File: src/inc/throttle_alert_pkg.sv
// package: register map, field layout and timing constants of the throttle alert profile
`default_nettype none
package throttle_alert_pkg;

    // register map (byte addresses on the two-wire port)
    localparam logic [7:0]  REG_SRC_EN_ADDR  = 8'h38;
    localparam logic [7:0]  REG_THR_DEG_ADDR = 8'h39;
    localparam logic [7:0]  SRC_EN_RESET     = 8'h20;
    localparam logic [7:0]  THR_DEG_RESET    = 8'h81;

    // source enable bit positions
    localparam int SRC_COMP_BIT    = 6;
    localparam int SRC_CRIT_BIT    = 5;
    localparam int SRC_NOM_BIT     = 4;
    localparam int SRC_DCHG_BIT    = 3;
    localparam int SRC_VSYS_BIT    = 2;
    localparam int SRC_BAT_BIT     = 1;
    localparam int SRC_ADAPTER_BIT = 0;
    localparam int SRC_COUNT       = 7;

    // threshold/deglitch field layout
    localparam int THR_MSB    = 7;
    localparam int THR_LSB    = 2;
    localparam int DEG_MSB    = 1;
    localparam int DEG_LSB    = 0;
    localparam int STEP_SHIFT = 9;

    // timing
    localparam int CLK_PERIOD_NS = 10;
    localparam int DEG_00_NS     = 1600000;
    localparam int DEG_01_NS     = 100000;
    localparam int DEG_10_NS     = 6000000;
    localparam int DEG_11_NS     = 12000000;
    localparam int CNT_W         = 21;
    localparam logic [CNT_W-1:0] DEG_00_CYC = CNT_W'(DEG_00_NS / CLK_PERIOD_NS);
    localparam logic [CNT_W-1:0] DEG_01_CYC = CNT_W'(DEG_01_NS / CLK_PERIOD_NS);
    localparam logic [CNT_W-1:0] DEG_10_CYC = CNT_W'(DEG_10_NS / CLK_PERIOD_NS);
    localparam logic [CNT_W-1:0] DEG_11_CYC = CNT_W'(DEG_11_NS / CLK_PERIOD_NS);

    // two-wire port target address; value is arbitrary
    localparam logic [6:0] DEV_ADDR_DEFAULT = 7'h2A;

endpackage
`default_nettype wire

File: src/hdl/deglitch_filter.sv
// deglitch filter: output rises after the input stays high for a set number of cycles
`timescale 1ns/1ps
`default_nettype none
module deglitch_filter
    import throttle_alert_pkg::*;
#(
    parameter int W = CNT_W
) (
    // clock and reset
    input  wire logic         sys_clk,
    input  wire logic         rst,
    input  wire logic         clkEn,
    // condition in and out
    input  wire logic         rawIn,
    input  wire logic [W-1:0] limit,
    output logic              filtOut
);
    logic [W-1:0] cnt_r;
    logic [W-1:0] cnt_nxt;
    logic         out_r;
    logic         out_nxt;

    // release is immediate; only the assert edge is filtered
    always_comb begin
        cnt_nxt = cnt_r;
        out_nxt = out_r;
        if (!rawIn) begin
            cnt_nxt = '0;
            out_nxt = 1'b0;
        end else if (!out_r) begin
            if (cnt_r >= limit - W'(1)) begin
                out_nxt = 1'b1;
            end else begin
                cnt_nxt = cnt_r + W'(1);
            end
        end
    end

    always_ff @(posedge sys_clk or posedge rst) begin
        if (rst) begin
            cnt_r <= '0;
            out_r <= 1'b0;
        end else if (clkEn) begin
            cnt_r <= cnt_nxt;
            out_r <= out_nxt;
        end
    end

    assign filtOut = out_r;
endmodule // deglitch_filter
`default_nettype wire

File: src/hdl/throttle_alert_profile_config.sv
// throttle alert profile: two-wire register port, source gating and alert drive
`timescale 1ns/1ps
`default_nettype none
module throttle_alert_profile_config
    import throttle_alert_pkg::*;
#(
    parameter logic [6:0]       DEV_ADDR    = DEV_ADDR_DEFAULT,
    parameter logic [CNT_W-1:0] DEG0_CYCLES = DEG_00_CYC,
    parameter logic [CNT_W-1:0] DEG1_CYCLES = DEG_01_CYC,
    parameter logic [CNT_W-1:0] DEG2_CYCLES = DEG_10_CYC,
    parameter logic [CNT_W-1:0] DEG3_CYCLES = DEG_11_CYC
) (
    // clock and reset
    input  wire logic        sys_clk,
    input  wire logic        rst,
    input  wire logic        clkEn,
    // two-wire register port
    input  wire logic        sclIn,
    input  wire logic        sdaIn,
    output logic             sdaOut,
    output logic             sdaOe,
    // monitored conditions
    input  wire logic [15:0] dischargeMa,
    input  wire logic        comparatorTrip,
    input  wire logic        criticalCurrentTrip,
    input  wire logic        nominalCurrentTrip,
    input  wire logic        systemVoltageLow,
    input  wire logic        batteryPresent,
    input  wire logic        adapterPresent,
    // open-drain alert to the processor
    output logic             throttleAlertOut,
    output logic             throttleAlertOe
);
    typedef enum {
        S_IDLE, S_ADDR, S_ACK_ADDR, S_PTR, S_ACK_PTR, S_WR, S_ACK_WR, S_RD, S_ACK_RD
    } i2c_state_t;

    function automatic logic [7:0] regRead(input logic [7:0] a, input logic [7:0] e,
                                           input logic [7:0] t);
        if (a == REG_SRC_EN_ADDR) begin
            return e;
        end else if (a == REG_THR_DEG_ADDR) begin
            return t;
        end
        return 8'h00;
    endfunction

    function automatic logic [15:0] thresholdMa(input logic [5:0] code);
        return {1'b0, code, 9'h000};
    endfunction

    function automatic logic [CNT_W-1:0] degCycles(input logic [1:0] sel);
        case (sel)
            2'h0:    return DEG0_CYCLES;
            2'h1:    return DEG1_CYCLES;
            2'h2:    return DEG2_CYCLES;
            default: return DEG3_CYCLES;
        endcase
    endfunction

    ////////////////////////////////////////////////////////////////////////////////
    // pin synchronisers: 0 scl, 1 sda, 2 comp, 3 crit, 4 nom, 5 vsys, 6 bat, 7 adapter
    logic [7:0] pinMeta_r;
    logic [7:0] pinSync_r;
    logic [1:0] busPrev_r;
    logic [7:0] pinRaw;
    logic       sclS;
    logic       sdaS;
    logic       sclRise;
    logic       sclFall;
    logic       startCond;
    logic       stopCond;

    assign pinRaw = {adapterPresent, batteryPresent, systemVoltageLow, nominalCurrentTrip,
                     criticalCurrentTrip, comparatorTrip, sdaIn, sclIn};

    always_ff @(posedge sys_clk or posedge rst) begin
        if (rst) begin
            pinMeta_r <= 8'hC3;
            pinSync_r <= 8'hC3;
            busPrev_r <= 2'h3;
        end else if (clkEn) begin
            pinMeta_r <= pinRaw;
            pinSync_r <= pinMeta_r;
            busPrev_r <= pinSync_r[1:0];
        end
    end

    assign sclS      = pinSync_r[0];
    assign sdaS      = pinSync_r[1];
    assign sclRise   = sclS && !busPrev_r[0];
    assign sclFall   = !sclS && busPrev_r[0];
    assign startCond = sclS && busPrev_r[0] && busPrev_r[1] && !sdaS;
    assign stopCond  = sclS && busPrev_r[0] && !busPrev_r[1] && sdaS;

    ////////////////////////////////////////////////////////////////////////////////
    // two-wire target and the two registers
    i2c_state_t st_r;
    i2c_state_t st_nxt;
    logic [3:0] bitCnt_r;
    logic [3:0] bitCnt_nxt;
    logic [7:0] shift_r;
    logic [7:0] shift_nxt;
    logic [7:0] ptr_r;
    logic [7:0] ptr_nxt;
    logic       isRead_r;
    logic       isRead_nxt;
    logic       sdaOe_r;
    logic       sdaOe_nxt;
    logic [7:0] srcEn_r;
    logic [7:0] srcEn_nxt;
    logic [7:0] thrDeg_r;
    logic [7:0] thrDeg_nxt;

    always_comb begin
        logic [7:0] rdByte;
        logic [7:0] rdNext;
        rdByte     = regRead(ptr_r, srcEn_r, thrDeg_r);
        rdNext     = regRead(ptr_r + 8'h01, srcEn_r, thrDeg_r);
        st_nxt     = st_r;
        bitCnt_nxt = bitCnt_r;
        shift_nxt  = shift_r;
        ptr_nxt    = ptr_r;
        isRead_nxt = isRead_r;
        sdaOe_nxt  = sdaOe_r;
        srcEn_nxt  = srcEn_r;
        thrDeg_nxt = thrDeg_r;
        if (startCond) begin
            st_nxt     = S_ADDR;
            bitCnt_nxt = 4'h0;
            sdaOe_nxt  = 1'b0;
        end else if (stopCond) begin
            st_nxt    = S_IDLE;
            sdaOe_nxt = 1'b0;
        end else begin
            case (st_r)
                S_ADDR, S_PTR, S_WR: begin
                    if (sclRise) begin
                        shift_nxt  = {shift_r[6:0], sdaS};
                        bitCnt_nxt = bitCnt_r + 4'h1;
                    end else if (sclFall && bitCnt_r == 4'h8) begin
                        bitCnt_nxt = 4'h0;
                        sdaOe_nxt  = 1'b1;
                        if (st_r == S_ADDR) begin
                            isRead_nxt = shift_r[0];
                            st_nxt     = S_ACK_ADDR;
                            if (shift_r[7:1] != DEV_ADDR) begin
                                st_nxt    = S_IDLE;
                                sdaOe_nxt = 1'b0;
                            end
                        end else if (st_r == S_PTR) begin
                            ptr_nxt = shift_r;
                            st_nxt  = S_ACK_PTR;
                        end else begin
                            // writes to unmapped addresses are acknowledged and dropped
                            if (ptr_r == REG_SRC_EN_ADDR) begin
                                srcEn_nxt = shift_r;
                            end
                            if (ptr_r == REG_THR_DEG_ADDR) begin
                                thrDeg_nxt = shift_r;
                            end
                            ptr_nxt = ptr_r + 8'h01;
                            st_nxt  = S_ACK_WR;
                        end
                    end
                end
                S_ACK_ADDR, S_ACK_PTR, S_ACK_WR: begin
                    if (sclFall) begin
                        sdaOe_nxt = 1'b0;
                        st_nxt    = (st_r == S_ACK_ADDR) ? S_PTR : S_WR;
                        if (st_r == S_ACK_ADDR && isRead_r) begin
                            st_nxt    = S_RD;
                            shift_nxt = rdByte;
                            sdaOe_nxt = !rdByte[7];
                        end
                    end
                end
                S_RD: begin
                    if (sclFall) begin
                        if (bitCnt_r == 4'h7) begin
                            bitCnt_nxt = 4'h0;
                            sdaOe_nxt  = 1'b0;
                            st_nxt     = S_ACK_RD;
                        end else begin
                            shift_nxt  = {shift_r[6:0], 1'b0};
                            sdaOe_nxt  = !shift_r[6];
                            bitCnt_nxt = bitCnt_r + 4'h1;
                        end
                    end
                end
                S_ACK_RD: begin
                    if (sclRise && sdaS) begin
                        st_nxt = S_IDLE;
                    end else if (sclFall) begin
                        ptr_nxt   = ptr_r + 8'h01;
                        shift_nxt = rdNext;
                        sdaOe_nxt = !rdNext[7];
                        st_nxt    = S_RD;
                    end
                end
                default: begin
                    sdaOe_nxt = 1'b0;
                end
            endcase
        end
    end

    always_ff @(posedge sys_clk or posedge rst) begin
        if (rst) begin
            st_r     <= S_IDLE;
            bitCnt_r <= 4'h0;
            shift_r  <= 8'h00;
            ptr_r    <= 8'h00;
            isRead_r <= 1'b0;
            sdaOe_r  <= 1'b0;
            srcEn_r  <= SRC_EN_RESET;
            thrDeg_r <= THR_DEG_RESET;
        end else if (clkEn) begin
            st_r     <= st_nxt;
            bitCnt_r <= bitCnt_nxt;
            shift_r  <= shift_nxt;
            ptr_r    <= ptr_nxt;
            isRead_r <= isRead_nxt;
            sdaOe_r  <= sdaOe_nxt;
            srcEn_r  <= srcEn_nxt;
            thrDeg_r <= thrDeg_nxt;
        end
    end

    assign sdaOut = 1'b0;
    assign sdaOe  = sdaOe_r;

    ////////////////////////////////////////////////////////////////////////////////
    // source conditions and alert drive
    logic [5:0]           thrCode;
    logic                 dischargeRaw;
    logic                 dischargeFilt;
    logic [SRC_COUNT-1:0] srcCond;
    logic                 functionOn;
    logic                 alertReq;
    logic                 batPrev_r;
    logic                 batPrev_nxt;
    logic                 batPulse_r;
    logic                 batPulse_nxt;
    logic                 alertOe_r;
    logic                 alertOe_nxt;

    assign thrCode      = thrDeg_r[THR_MSB:THR_LSB];
    // zero code trips unconditionally, even at zero current
    assign dischargeRaw = (thrCode == 6'h00)
                       || (dischargeMa > thresholdMa(thrCode));

    deglitch_filter #(
        .W (CNT_W)
    ) u_dchg_filter (
        .sys_clk (sys_clk),
        .rst     (rst),
        .clkEn   (clkEn),
        .rawIn   (dischargeRaw),
        .limit   (degCycles(thrDeg_r[DEG_MSB:DEG_LSB])),
        .filtOut (dischargeFilt)
    );

    // the analog trips arrive already filtered by their own comparators
    always_comb begin
        srcCond                  = '0;
        srcCond[SRC_COMP_BIT]    = pinSync_r[2];
        srcCond[SRC_CRIT_BIT]    = pinSync_r[3];
        srcCond[SRC_NOM_BIT]     = pinSync_r[4];
        srcCond[SRC_DCHG_BIT]    = dischargeFilt;
        srcCond[SRC_VSYS_BIT]    = pinSync_r[5];
        srcCond[SRC_BAT_BIT]     = batPulse_r;
        srcCond[SRC_ADAPTER_BIT] = !pinSync_r[7];
        functionOn               = |srcEn_r[SRC_COUNT-1:0];
        alertReq                 = functionOn && |(srcCond & srcEn_r[SRC_COUNT-1:0]);
        batPrev_nxt              = pinSync_r[6];
        batPulse_nxt             = srcEn_r[SRC_BAT_BIT] && batPrev_r && !pinSync_r[6];
        alertOe_nxt              = alertReq;
    end

    always_ff @(posedge sys_clk or posedge rst) begin
        if (rst) begin
            batPrev_r  <= 1'b1;
            batPulse_r <= 1'b0;
            alertOe_r  <= 1'b0;
        end else if (clkEn) begin
            batPrev_r  <= batPrev_nxt;
            batPulse_r <= batPulse_nxt;
            alertOe_r  <= alertOe_nxt;
        end
    end

    assign throttleAlertOut = 1'b0;
    assign throttleAlertOe  = alertOe_r;
endmodule // throttle_alert_profile_config
`default_nettype wire

File: config.mk
export PLATFORM = sky130hd
export DESIGN_NAME = throttle_alert_profile_config
export DESIGN_NICKNAME = d
export VERILOG_FILES = /design/src/inc/throttle_alert_pkg.sv /design/src/hdl/deglitch_filter.sv /design/src/hdl/throttle_alert_profile_config.sv
export SDC_FILE = /design/constraint.sdc
export NUM_CORES = 1
export LEC_CHECK = 0
export BUFFER_PORTS_ARGS = -buffer_cell sky130_fd_sc_hd__buf_2
export CAP_MARGIN = 20
export CORE_MARGIN = 2
export CORE_UTILIZATION = 53
export DETAILED_ROUTE_END_ITERATION = 10
export PLACE_DENSITY = 0.72
export SLEW_MARGIN = 20
export SYNTH_ARGS = -nofsm -noshare
export SYNTH_HDL_FRONTEND = slang
export SYNTH_SLANG_ARGS = --single-unit
File: constraint.sdc
create_clock -name sys_clk -period 5.7 [get_ports sys_clk]
set_clock_uncertainty 0.15 [all_clocks]
set_input_delay 1.14 -clock sys_clk [delete_from_list [all_inputs] [get_ports sys_clk]]
set_output_delay 1.14 -clock sys_clk [all_outputs]
set_load 0.01 [all_outputs]
Word-level counts from Yosys, hierarchy flattened
Index checks and enable logic that the tools add are counted.
Word-level totals
  register bits: 113
  bits of input ports: 27
  logic and storage cells: 180
Cells by class
  add/sub/neg operators: 4
  order comparisons: 2
  equality and inequality tests: 43
  mux-type cells: 67
  bitwise logic cells: 6
  reduce and logical (&&, ||, !) cells: 42
Operators by type and width (number)
  $mux W32: 10
  $eq A32 B3 Y1 const B: 6
  $mux W8: 19
  $pmux W32 S4: 1
  $eq A32 B2 Y1 const B: 3
  $mux W21: 3
  $pmux W21 S3: 1
  $eq A32 B1 Y1 const B: 1
  $eq A32 B4 Y1 const B: 1
  $eq A8 B6 Y1 const B: 4
  $ne A4 B4 Y1 const B: 8
  $pmux W8 S4: 1
  $reduce_and A9 Y1: 3
  $ne A2 B2 Y1 const B: 13
  $mux W4: 6
  $add A21 B1 Y21 const B: 1
  $ge A21 B21 Y1: 1
  $sub A21 B1 Y21 const B: 1
  $mux W1: 19
  $gt A16 B15 Y1: 1
  $pmux W8 S2: 1
  $reduce_and A7 Y1: 2
  $reduce_or A7 Y1: 2
  $logic_and A1 B1 Y1: 13
  28 further kinds: 43

Depth between registers and ports, before layout
Gate-level depths: netlist (run 1).
  depth after elaboration: 11
  gate-level depth with buffers: 12

Cells and area by module
A second synthesis (run 1) with hierarchy kept.
Unflattened totals
  cell total of the unflattened synthesis: 694
  area total of the unflattened synthesis: 6288.5 µm²
By module, submodules not included
  throttle_alert_profile_config: times used 1, cells each 412, area an instance 4020.1 µm², sequential area each 1594.0 µm²
  deglitch_filter: times used 1, cells each 282, area an instance 2268.4 µm², sequential area each 550.5 µm²

Worst setup path before layout (run 1)
No wires, ideal clock.
  kind: input-to-reg
  start point: in dischargeMa[9]
  end point: reg u_dchg_filter.cnt_r[14]
  library setup time: 0.134 ns
  arrival time: 2.840 ns
  data required time: 5.416 ns
  setup slack: 2.575 ns
  stages: 8
  cells stage by stage: inv_1 > ha_1 > or4b_2 > o32ai_1 > and3_1 > buf_2 > buf_2 > a21oi_1
On the way
  cells in the longest elaborated chain, start to end: 4
  elaborated cells between the ends (all ways): 6
RTL lines
  start, declared: line throttle_alert_profile_config.sv:23  | input wire logic [15:0] dischargeMa,
  $gt A16 B15 Y1 *: line throttle_alert_profile_config.sv:251  | || (dischargeMa > thresholdMa(thrCode));
  $logic_or A1 B1 Y1 *: line throttle_alert_profile_config.sv:251
  $ne A2 B2 Y1 (no source line)
  $reduce_and A3 Y1 (no source line)
  end signal, assigned: line deglitch_filter.sv:44  | cnt_r <= cnt_nxt;
  end, declared: line deglitch_filter.sv:18  | logic [W-1:0] cnt_r;
Mark *: on every way between the ends. The rest lies on a longest branch, timed or not.
A chain may end at the register's enable or synchronous reset.

Worst setup path in the final report (run 1)
  start point: reg thrDeg_r[0]
  end point: reg u_dchg_filter.cnt_r[14]
On the way
  cells in the longest elaborated chain, start to end: 6
  elaborated cells between the ends (all ways): 8
RTL lines
  start, declared: line throttle_alert_profile_config.sv:112  | logic [7:0] thrDeg_r;
  start signal, assigned: line throttle_alert_profile_config.sv:226  | thrDeg_r <= thrDeg_nxt;
  $eq A2 B2 Y1, or another cell as far along: line throttle_alert_profile_config.sv:53  | case (sel)
  $pmux W21 S3 *: line throttle_alert_profile_config.sv:53
  $sub A21 B1 Y21 *: line deglitch_filter.sv:31  | if (cnt_r >= limit - W'(1)) begin
  $ge A21 B21 Y1 *: line deglitch_filter.sv:31
  $ne A2 B2 Y1 (no source line) *
  $reduce_and A3 Y1 (no source line) *
Marks and branches as above.

==> results of run 1 <==
cell type report:
type                            count  area (sq um)  share of cell area (%)
Clock buffer                       10           138                    2.38
Clock inverter                      6          62.6                    1.08
Inverter                           26          98.8                    1.71
Multi-Input combinational cell    436          3020                    52.2
Sequential cell                    85          2140                    37.1
Tap cell                          133           166                    2.88
Timing Repair Buffer               30           155                    2.68
cell families (layout without fill, tap and decap cells):
logic type	after synthesis	count (layout)	share of synthesized area (%)
and+or+nand+nor	198	198	19.5
AOI/OAI and AO/OA	153	153	18.8
DFF	85	85	39.8
buffers and inverters	51	72	4.14
muxes	45	45	9.34
adders and majority gates	30	30	6.97
xor gates and xnor gates	8	8	1.30
other	1	2	0.0697
layer usage:
| metal | part of all wire, % | wire length (microns) | track usage [%] | up-vias |
|---|---|---|---|---|
| li1 | - | - | - | 2150 |
| met1 | 50 | 5890 | 34.0 | 2161 |
| met2 | 44 | 5210 | 32.9 | 123 |
| met3 | 5.0 | 592 | 3.62 | 14 |
| met4 | 1.7 | 208 | 8.95 | 0 |
| met5 | 0 | 0 | 0 | - |
critical path: cells and delay by family (launching register included):
kind                     cells  cell delay [ps]
AND/OR/NAND/NOR              1              590
AO/OA/AOI/OAI                5             1270
flip-flops                   1              610
buffers and inverters        2              200
adder cells (fa/ha/maj)      2              450
through the flow:
stage	power [W]	cell area [sq um]	std cells	setup WS, ps
detailed placement	0.00136	5590	710	2050
floorplan	0.00123	5390	572	2240
finish	0.00179	5790	726	2340
CTS	0.00179	5790	726	2360
global placement	0.00134	5590	710	2110
global route	0.00192	5790	726	2070
power by group through the flow:
stage / combinational, W / sequential [W] / clock [W]
floorplan: 0.000464 / 0.000767 / 0
global placement: 0.000499 / 0.000841 / 0
detailed placement: 0.000515 / 0.000844 / 0
CTS: 0.000517 / 0.000833 / 0.000444
global route: 0.000588 / 0.000857 / 0.000475
finish: 0.000521 / 0.000837 / 0.000434
worst min-delay path by stage:
stage,start,end,slack [ps],cells after the start
after floorplan,pinMeta_r[2],pinMeta_r[2],320,1
after global placement,pinMeta_r[2],pinMeta_r[2],340,1
after detailed placement,pinMeta_r[5],pinMeta_r[5],350,1
after CTS,pinMeta_r[5],pinMeta_r[5],370,1
after global routing,pinMeta_r[3],pinMeta_r[3],390,1
final,pinMeta_r[5],pinMeta_r[5],360,1
flip-flops by register name, summed over array words and instances (netlist names), 2 cells and up:
| signal | flops |
|---|---|
| bitCnt_r | 4 |
| busPrev_r | 2 |
| pinMeta_r | 8 |
| pinSync_r | 8 |
| ptr_r | 8 |
| shift_r | 8 |
| srcEn_r | 8 |
| st_r | 4 |
| thrDeg_r | 8 |
| u_dchg_filter.cnt_r | 21 |
placed cells by master (no fill, tap or decap), types with 3 or more instances in the layout:
| cell | instances |
|---|---|
| buf_2 | 28 |
| nand3_1 | 28 |
| clkinv_2 | 3 |
| a221o_1 | 5 |
| nand3b_1 | 5 |
| o21ai_0 | 34 |
| clkinvlp_4 | 3 |
| mux2i_1 | 3 |
| or4_1 | 6 |
| nor2_1 | 29 |
| nor2b_1 | 5 |
| nand2b_1 | 7 |
| o211ai_1 | 7 |
| ha_1 | 30 |
| a21o_1 | 4 |
| dfstp_2 | 14 |
| xor2_1 | 3 |
| dfrtp_1 | 71 |
| xnor2_1 | 5 |
| o22ai_1 | 5 |
| o31ai_1 | 7 |
| o41ai_1 | 3 |
| mux2_2 | 42 |
| a2bb2oi_1 | 4 |
| inv_1 | 25 |
| and3_1 | 4 |
| nand2_1 | 58 |
| and4_1 | 3 |
| o2bb2ai_1 | 6 |
| a31oi_1 | 8 |
| nand4b_1 | 3 |
| or3_1 | 11 |
| a21oi_1 | 44 |
| nand4_1 | 5 |
| clkbuf_8 | 10 |
| and2_1 | 4 |
| nor3_1 | 10 |
| nor4_1 | 4 |
| nor4b_1 | 5 |
==> results.yml, run 1 <==
sta:
  relSlewSlack_pct: 41.0
  slew_violations: 0
  rsz0062_at_grt: "no"
  fmax_ghz: 0.298
  setup_viol: 0
  period_share_pct: 58.9
  post-route-min-period_ps: 3360
  worst_pin_slew_ps: 885
  tns_ps: 0
  hold_slack_ps: 363
  final_hold_viol_count: 0
synthesis:
  synth_commonest_cells: "dfrtp_1 (71), nand2_1 (58), a21oi_1 (44)"
  netlist.area_leader.share_pct: 33.0
  async_flop_share_pct: 100
  synth_seq_cells: 85
  yosys.cell_count.top_type: "dfrtp_1"
  yosys.area.top_type: "dfrtp_1"
  ys.flop_type: "dfrtp_1"
  synth_area_sq_um: 5380
  syn_inst: 571
  synth_area_leaders: "dfrtp_1 (33%), mux2_2 (8.8%), ha_1 (7.0%)"
  syn_avg_cell_area_sq_um: 9.43
  ys_types: 72
  ys_seq_area_share_pct: 39.8
  synth_edf_count: 0
  synth_warnings: 0
routing:
  drc: 0
  vias: 4448
  drtPass1Iterations: 5
  drtAntennaViolNets: 0
  drt-wirelength-per-cell_microns: 16.4
  drt_iter0_markers: 393
  vias_per_cell: 6.13
  finalWirelength_microns: 11900
critical_path:
  crit_start: "thrDeg_r[0]"
  slowest_stage: "dfstp_2"
  critPathLaunchType: "flip-flop"
  worstSetupEndpoint: "u_dchg_filter.cnt_r[14]"
  end_kind: "flip-flop"
  r2r_end: "u_dchg_filter.cnt_r[14]"
  path_max_fanout: 13
  crit_type: "flip-flop to flip-flop"
  r2r_cells: 10
  regToRegStartpoint: "thrDeg_r[0]"
  worstPathCellList: "inv_1 -> ha_1 -> inv_1 -> ha_1 -> o21ai_0 -> o211ai_1 -> a311oi_2 -> a31oi_1 -> or4b_1 -> a21oi_1"
  worstPathRequired_ps: 5840
  rrSetupSlack_ps: 2340
  max_stage_delay_ps: 610
  worstPathArrival_ps: 3500
grt:
  first_global_vias: 4140
  grt_first_pass_wirelength_microns: 20300
  track_usage_pct: 22.8
  grt_antenna_before_repair: 0
  grt_max_degree: 51
  grt_overflow: 0
pwr:
  clkPwrFrac_pct: 24.2
  swShare_pct: 37.4
  power_frac_seq_pct: 46.7
  leakage_nw: 2.47
  peakVddDrop_mv: 0.197
  power.density_nw_per_um2: 310
  p_int_w: 0.00112
  switchingPower_w: 0.000670
  p_comb_share_pct: 29.1
clocking:
  clk_pin_slew_ps: 90
  cts_root_buf: "clkbuf_8"
  cts_inserted_buffers: 9
  htreeDepth: 3
  cts_tree: "yes"
  cts.sinks: 85
  post-cts-setup-buffers: 0
  ctsResizeCount: 0
  cts_hold_buf: 0
  clock_latency_ps: 370
  clock_path_buffers: 2
layout:
  n_fill_cell: 895
  fin_util_pct: 58.9
  final_nets: 645
  diodes: 0
  drive_gt1_share_pct: 19.2
  area_growth_pct: 7.46
placed_design:
  routabilityCongestion: 0.950
  dp_hpwl_microns: 8520
  io_buffers: 28
die:
  ios: 31
  start_util_pct: 54.8
  dieHeight_microns: 105
  row_count: 36
  core-area_sq_um: 9820
  die_x_microns: 105
  die_area_sq_um: 11000
hold_path:
  hold_class: "flip-flop to flip-flop"
job:
  cap_violations: 0
run_status:
  outcome: "complete, no violations"
No activity file was read; power rests on OpenSTA's default activity.
==> run 2: changes to the inputs <==
Settings changed: ABC_AREA set to 1, PLACE_DENSITY 0.72 to 0.71.
Clock period 5.7 ns to 3.26 ns, I/O delays scaled along.
==> run 2 against run 1 <==
Compared with the run above:
- setup slack worse by 2000 ps
- cell area up 17%
- flip-flop and latch count unchanged
- via count up 29%
- power up 110%
- first-iteration DRC count up 28%
- area after synthesis up 16%
- synthesized cell count up 58%
- fmax up 14%
- die area up 15%
- sequential share of layout area down 5.3 points
- critical path type unchanged
- critical endpoint is now u_dchg_filter.cnt_r[1]
- largest cell class unchanged
- largest power group unchanged
==> results.yml, run 2 <==
critical_path:
  worstPathCellList: "inv_1 -> ha_1 -> inv_1 -> ha_1 -> a21o_1 -> a21oi_1 -> and2_1 -> nand2_1 -> nand2_1 -> nand2_1 -> nand2_1 -> nand2_4 -> nand3_1 -> nand2_1"
  crit_type: "flip-flop to flip-flop"
  worstPathArrival_ps: 3030
  path_max_fanout: 21
  max_stage_delay_ps: 560
  critPathLaunchType: "flip-flop"
  cp.buffers_inverters: 2
  crit_family: "simple AND/OR/NAND/NOR gates"
  worstPathRequired_ps: 3340
  cp_common_cell: "nand2_1"
  end_kind: "flip-flop"
  slowest_stage: "dfstp_2"
  rrSetupSlack_ps: 310
layout:
  final_nets: 981
  drive_gt1_share_pct: 11.7
  regMostFlops: "u_dchg_filter.cnt_r"
  final_common_cell: "nand2_1"
  largest_reg_flops: 21
  fin_util_pct: 58.9
  fin_cells: 1072
  final_cell_mix: "nand2_1 (267), nor2_1 (103), inv_1 (97)"
  area_growth_pct: 8.39
  diodes: 0
grt:
  grt_overflow: 0
  grt_antenna_before_repair: 0
  track_usage_pct: 24.4
  grt_first_pass_wirelength_microns: 24900
  first_global_vias: 5231
  grt_max_degree: 36
routing:
  drtAntennaViolNets: 0
  drtPass1Iterations: 5
  vias_per_cell: 5.36
  drc: 0
  drt_iter0_markers: 502
  drt-wirelength-per-cell_microns: 14.0
  finalWirelength_microns: 15000
  vias: 5748
clocking:
  cts_root_buf: "clkbuf_16"
  cts_inserted_buffers: 9
  post-cts-setup-buffers: 0
  htreeDepth: 3
  cts_tree: "yes"
  cts_hold_buf: 0
  clock_path_buffers: 2
  cts.sinks: 85
  clock_latency_ps: 350
  clk_pin_slew_ps: 70
  ctsResizeCount: 0
sta:
  setup_viol: 0
  fmax_ghz: 0.339
  slew_violations: 0
  rsz0062_at_grt: "no"
  period_share_pct: 90.4
  final_hold_viol_count: 0
  hold_slack_ps: 174
  tns_ps: 0
  post-route-min-period_ps: 2950
  worst_pin_slew_ps: 744
  relSlewSlack_pct: 50.3
synthesis:
  ys.flop_type: "dfrtp_1"
  synth_area_leaders: "dfrtp_1 (28%), nand2_1 (16%), nand3_1 (7.0%)"
  async_flop_share_pct: 100
  ys_seq_area_share_pct: 34.4
  netlist.area_leader.share_pct: 28.5
  synth_seq_cells: 85
  syn_inst: 905
  synth_area_sq_um: 6240
  syn_avg_cell_area_sq_um: 6.89
  synth_edf_count: 0
  synth_warnings: 0
  yosys.cell_count.top_type: "nand2_1"
  synth_commonest_cells: "nand2_1 (267), nor2_1 (103), inv_1 (98)"
  ys_types: 49
  yosys.area.top_type: "dfrtp_1"
pwr:
  power.density_nw_per_um2: 564
  p_int_w: 0.00231
  power.total_w: 0.00381
  swShare_pct: 39.5
  power_frac_seq_pct: 37.7
  clkPwrFrac_pct: 28.0
  leakage_nw: 3.33
  peakVddDrop_mv: 0.397
  p_comb_share_pct: 34.4
  switchingPower_w: 0.00150
placed_design:
  dp_hpwl_microns: 11100
  routabilityCongestion: 0.900
  io_buffers: 28
  dp.cells: 1056
die:
  die_area_sq_um: 12600
  die_x_microns: 112
  row_count: 39
  core-area_sq_um: 11500
  ios: 31
  start_util_pct: 54.4
  dieHeight_microns: 112
hold_path:
  hold_class: "input port to asynchronous set/reset pin"
run_status:
  outcome: "complete, no violations"
job:
  cap_violations: 0
run 2: power groups by stage:
stage | sequential (W) | clock, W | combinational (W)
after detailed placement | 0.00145 | 0 | 0.00130
after floorplan | 0.00138 | 0 | 0.00109
after global placement | 0.00145 | 0 | 0.00129
after CTS | 0.00143 | 0.00108 | 0.00131
after global routing | 0.00146 | 0.00112 | 0.00149
final | 0.00144 | 0.00107 | 0.00131
run 2: per-stage QoR:
step	worst slack, ps	cell area [sq um]
after floorplan	288	6240
after global placement	403	6450
after detailed placement	297	6450
after CTS	234	6750
after global routing	104	6760
final	314	6760
run 2: final timing paths:
check,from,endpoint,cells after the start
max,thrDeg_r[0],u_dchg_filter.cnt_r[1],14
min reg2reg,pinMeta_r[0],pinMeta_r[0],2
min in group sys_clk,pinMeta_r[0],pinMeta_r[0],2
max in group asynchronous,rst,pinMeta_r[1],3
min,rst,u_dchg_filter.cnt_r[16],2
max reg2reg,thrDeg_r[0],u_dchg_filter.cnt_r[1],14
run 2: cell type report:
cell class | instances | area [sq um]
sequential | 85 | 2140
fill | 1097 | 4710
clock inverter | 3 | 45.0
timing repair buffer | 34 | 198
inverter | 107 | 405
clock buffer | 13 | 260
tap | 143 | 179
multi-input combinational | 687 | 3530
run 2: per-layer routing:
| metal | wire [microns] | vias up | part of all wire, % | global-route usage (%) |
|---|---|---|---|---|
| li1 | - | 2955 | - | - |
| met4 | 384 | 0 | 2.6 | 9.67 |
| met2 | 6920 | 146 | 46 | 39.5 |
| met3 | 678 | 30 | 4.5 | 3.51 |
| met5 | 0 | - | 0 | 0 |
| met1 | 7000 | 2617 | 47 | 33.0 |
run 2: kinds of logic after synthesis:
group           after synthesis  synth area share [%]
compound gates              101                  9.07
simple gates                533                  38.3
fa+ha+maj                    30                  6.02
xor+xnor                     21                  2.95
flops                        85                  34.4
buf+inv                     134                  9.19
other cells                   1                0.0601
run 2: worst register-to-register path: cells and delay by family (launching register included):
kind,cells,cell delay [ps]
buffers and inverters,2,300
DFF,1,560
and+or+nand+nor,8,880
AOI/OAI and AO/OA,2,340
adders and majority gates,2,600
==> run 3: changes to the inputs <==
Settings changed: PLACE_DENSITY 0.71 to 0.74.
Clock period 3.26 ns to 2.6 ns, I/O delays scaled along.
==> run 3 against run 2 <==
Compared with the run above:
- non-clock buffer count grew 28
- first-iteration DRC count grew 9.8%
- core utilization grew 4.8 points
- critical endpoint is now u_dchg_filter.cnt_r[8]
- largest cell class unchanged
- largest power group unchanged
==> results.yml, run 3 (synthesis gave the netlist of run 2 again) <==
grt:
  first_global_vias: 5294
  grt_first_pass_wirelength_microns: 25100
  grt_max_degree: 86
  grt_antenna_before_repair: 0
  track_usage_pct: 24.6
  grt_overflow: 0
placed_design:
  io_buffers: 28
  routabilityCongestion: 0.863
  dp_slack_ps: -15.9
  dp_hpwl_microns: 11000
  dpl-instance-area_sq_um: 6610
die:
  die_area_sq_um: 12600
  start_util_pct: 54.4
  ios: 31
  core-area_sq_um: 11500
  die_x_microns: 112
  row_count: 39
  dieHeight_microns: 112
clocking:
  cts_tree: "yes"
  cts_root_buf: "clkbuf_16"
  cts_hold_buf: 0
  cts_inserted_buffers: 9
  clock_path_buffers: 2
  cts.sinks: 85
  htreeDepth: 3
  clock_latency_ps: 350
  clk_pin_slew_ps: 70
sta:
  period_share_pct: 99.7
  slew_violations: 0
  layout_setup_ws_ps: 8.46
  relSlewSlack_pct: 64.9
  final_hold_viol_count: 0
  fmax_ghz: 0.386
  rsz0062_at_grt: "yes"
  setup_viol: 0
  worst_pin_slew_ps: 526
  post-route-min-period_ps: 2590
pwr:
  switchingPower_w: 0.00191
  peakVddDrop_mv: 0.534
  p_int_w: 0.00280
  clkPwrFrac_pct: 26.3
  swShare_pct: 40.6
  leakage_nw: 3.51
  power_frac_seq_pct: 38.2
  p_comb_share_pct: 35.5
  power.total_w: 0.00472
  power.density_nw_per_um2: 645
run_status:
  outcome: "complete, no violations"
routing:
  vias_per_cell: 5.40
  vias: 5945
  maxUsedRoutingLayer: "met4"
  drc: 0
  wl_met1_microns: 6910
  drtPass1Iterations: 5
  drt-wirelength-per-cell_microns: 14.5
  drt_iter0_markers: 551
  finalWirelength_microns: 16000
  wl_met3_microns: 932
  met2WireLength_microns: 7630
  drtAntennaViolNets: 0
critical_path:
  critPathLaunchType: "flip-flop"
  worstPathRequired_ps: 2740
  worstPathArrival_ps: 2740
  crit_type: "flip-flop to flip-flop"
  end_kind: "flip-flop"
  path_max_fanout: 5
layout:
  final_nets: 1009
  largest_reg_flops: 21
  final_cell_mix: "nand2_1 (253), nor2_1 (97), inv_1 (90)"
  diodes: 0
  multi_input_area_sq_um: 3780
  ff_latch_area_sq_um: 2150
  area_growth_pct: 17.3
  stdcell_area_sq_um: 7310
  final_common_cell: "nand2_1"
  regMostFlops: "u_dchg_filter.cnt_r"
  n_fill_cell: 992
  drive_gt1_share_pct: 19.9
hold_path:
  hold_class: "input port to asynchronous set/reset pin"
job:
  cap_violations: 0
-- run 3: cell types whose count changed in the layout (fill, tap and decap cells not counted), moves of 4 or more --
cell,before,now
buf_4,5,24
clkbuf_16,9,13
ha_1,30,19
ha_4,0,10
inv_1,97,90
inv_2,8,13
nand2_1,267,253
nand2_2,6,18
nand3_1,87,80
nand3_2,5,12
nor2_1,103,97
nor2_2,5,10
-- run 3: final timing paths --
| kind | start | to | slack (ps) | cells past startpoint |
|---|---|---|---|---|
| max reg2reg | thrDeg_r[0] | u_dchg_filter.cnt_r[8] | 8 | 18 |
| min | rst | pinMeta_r[5] | 140 | 3 |
| max in group asynchronous | rst | thrDeg_r[7] | 1780 | 3 |
| max | thrDeg_r[0] | u_dchg_filter.cnt_r[8] | 8 | 18 |
| min reg2reg | pinMeta_r[7] | pinMeta_r[7] | 310 | 2 |
| min in group sys_clk | sclIn | pinMeta_r[0] | 210 | 3 |
-- run 3: power by group through the flow --
stage               sequential [W]  combinational, W  clock, W
finish                     0.00180           0.00167   0.00124
global route               0.00183           0.00190   0.00132
floorplan                  0.00173           0.00136         0
global placement           0.00181           0.00163         0
detailed placement         0.00182           0.00165         0
CTS                        0.00180           0.00166   0.00126
-- run 3: critical path, cell delays in order (launching register included) --
cell	delay, ps
dfstp_2	600
inv_4	70
buf_6	120
ha_4	150
inv_4	60
ha_4	200
nand2_2	70
inv_1	40
nand2_1	60
nor2_2	40
buf_4	130
nand2_2	60
nand2_2	40
nor2_1	100
nand4_1	140
nand2_4	170
clkbuf_16	170
nand3_1	60
nand2_1	80
-- run 3: layout make-up --
class	instances	share of cell area, %
clock buffer	10	3.27
clock inverter	6	0.650
inverter	107	5.64
multi-input combinational	687	51.6
sequential	85	29.3
tap	143	2.45
timing repair buffer	62	7.03
-- run 3: metal layers --
layer,vias to the layer above,global-route usage [%]
met4,0,9.02
met2,182,40.9
met5,-,0
met3,37,3.24
li1,3010,-
met1,2716,33.1
-- run 3: per-stage QoR --
stage / hold slack (ps) / setup TNS (ps) / cells / util, %
finish: 137 / 0 / 1100 / 63.8
global placement: 302 / 0 / 1074 / 57.7
CTS: 167 / 0 / 1090 / 60.2
global route: 186 / -2250 / 1100 / 63.8
floorplan: 292 / 0 / 906 / -
detailed placement: 304 / -188 / 1074 / 57.7
-- run 3: what timing repair did --
action                     in CTS  in global routing
setup endpoints to repair      21                 22
resized for setup               1                 61
buffers inserted                0                  4
pin swaps                       0                 12
gates cloned                    0                  6
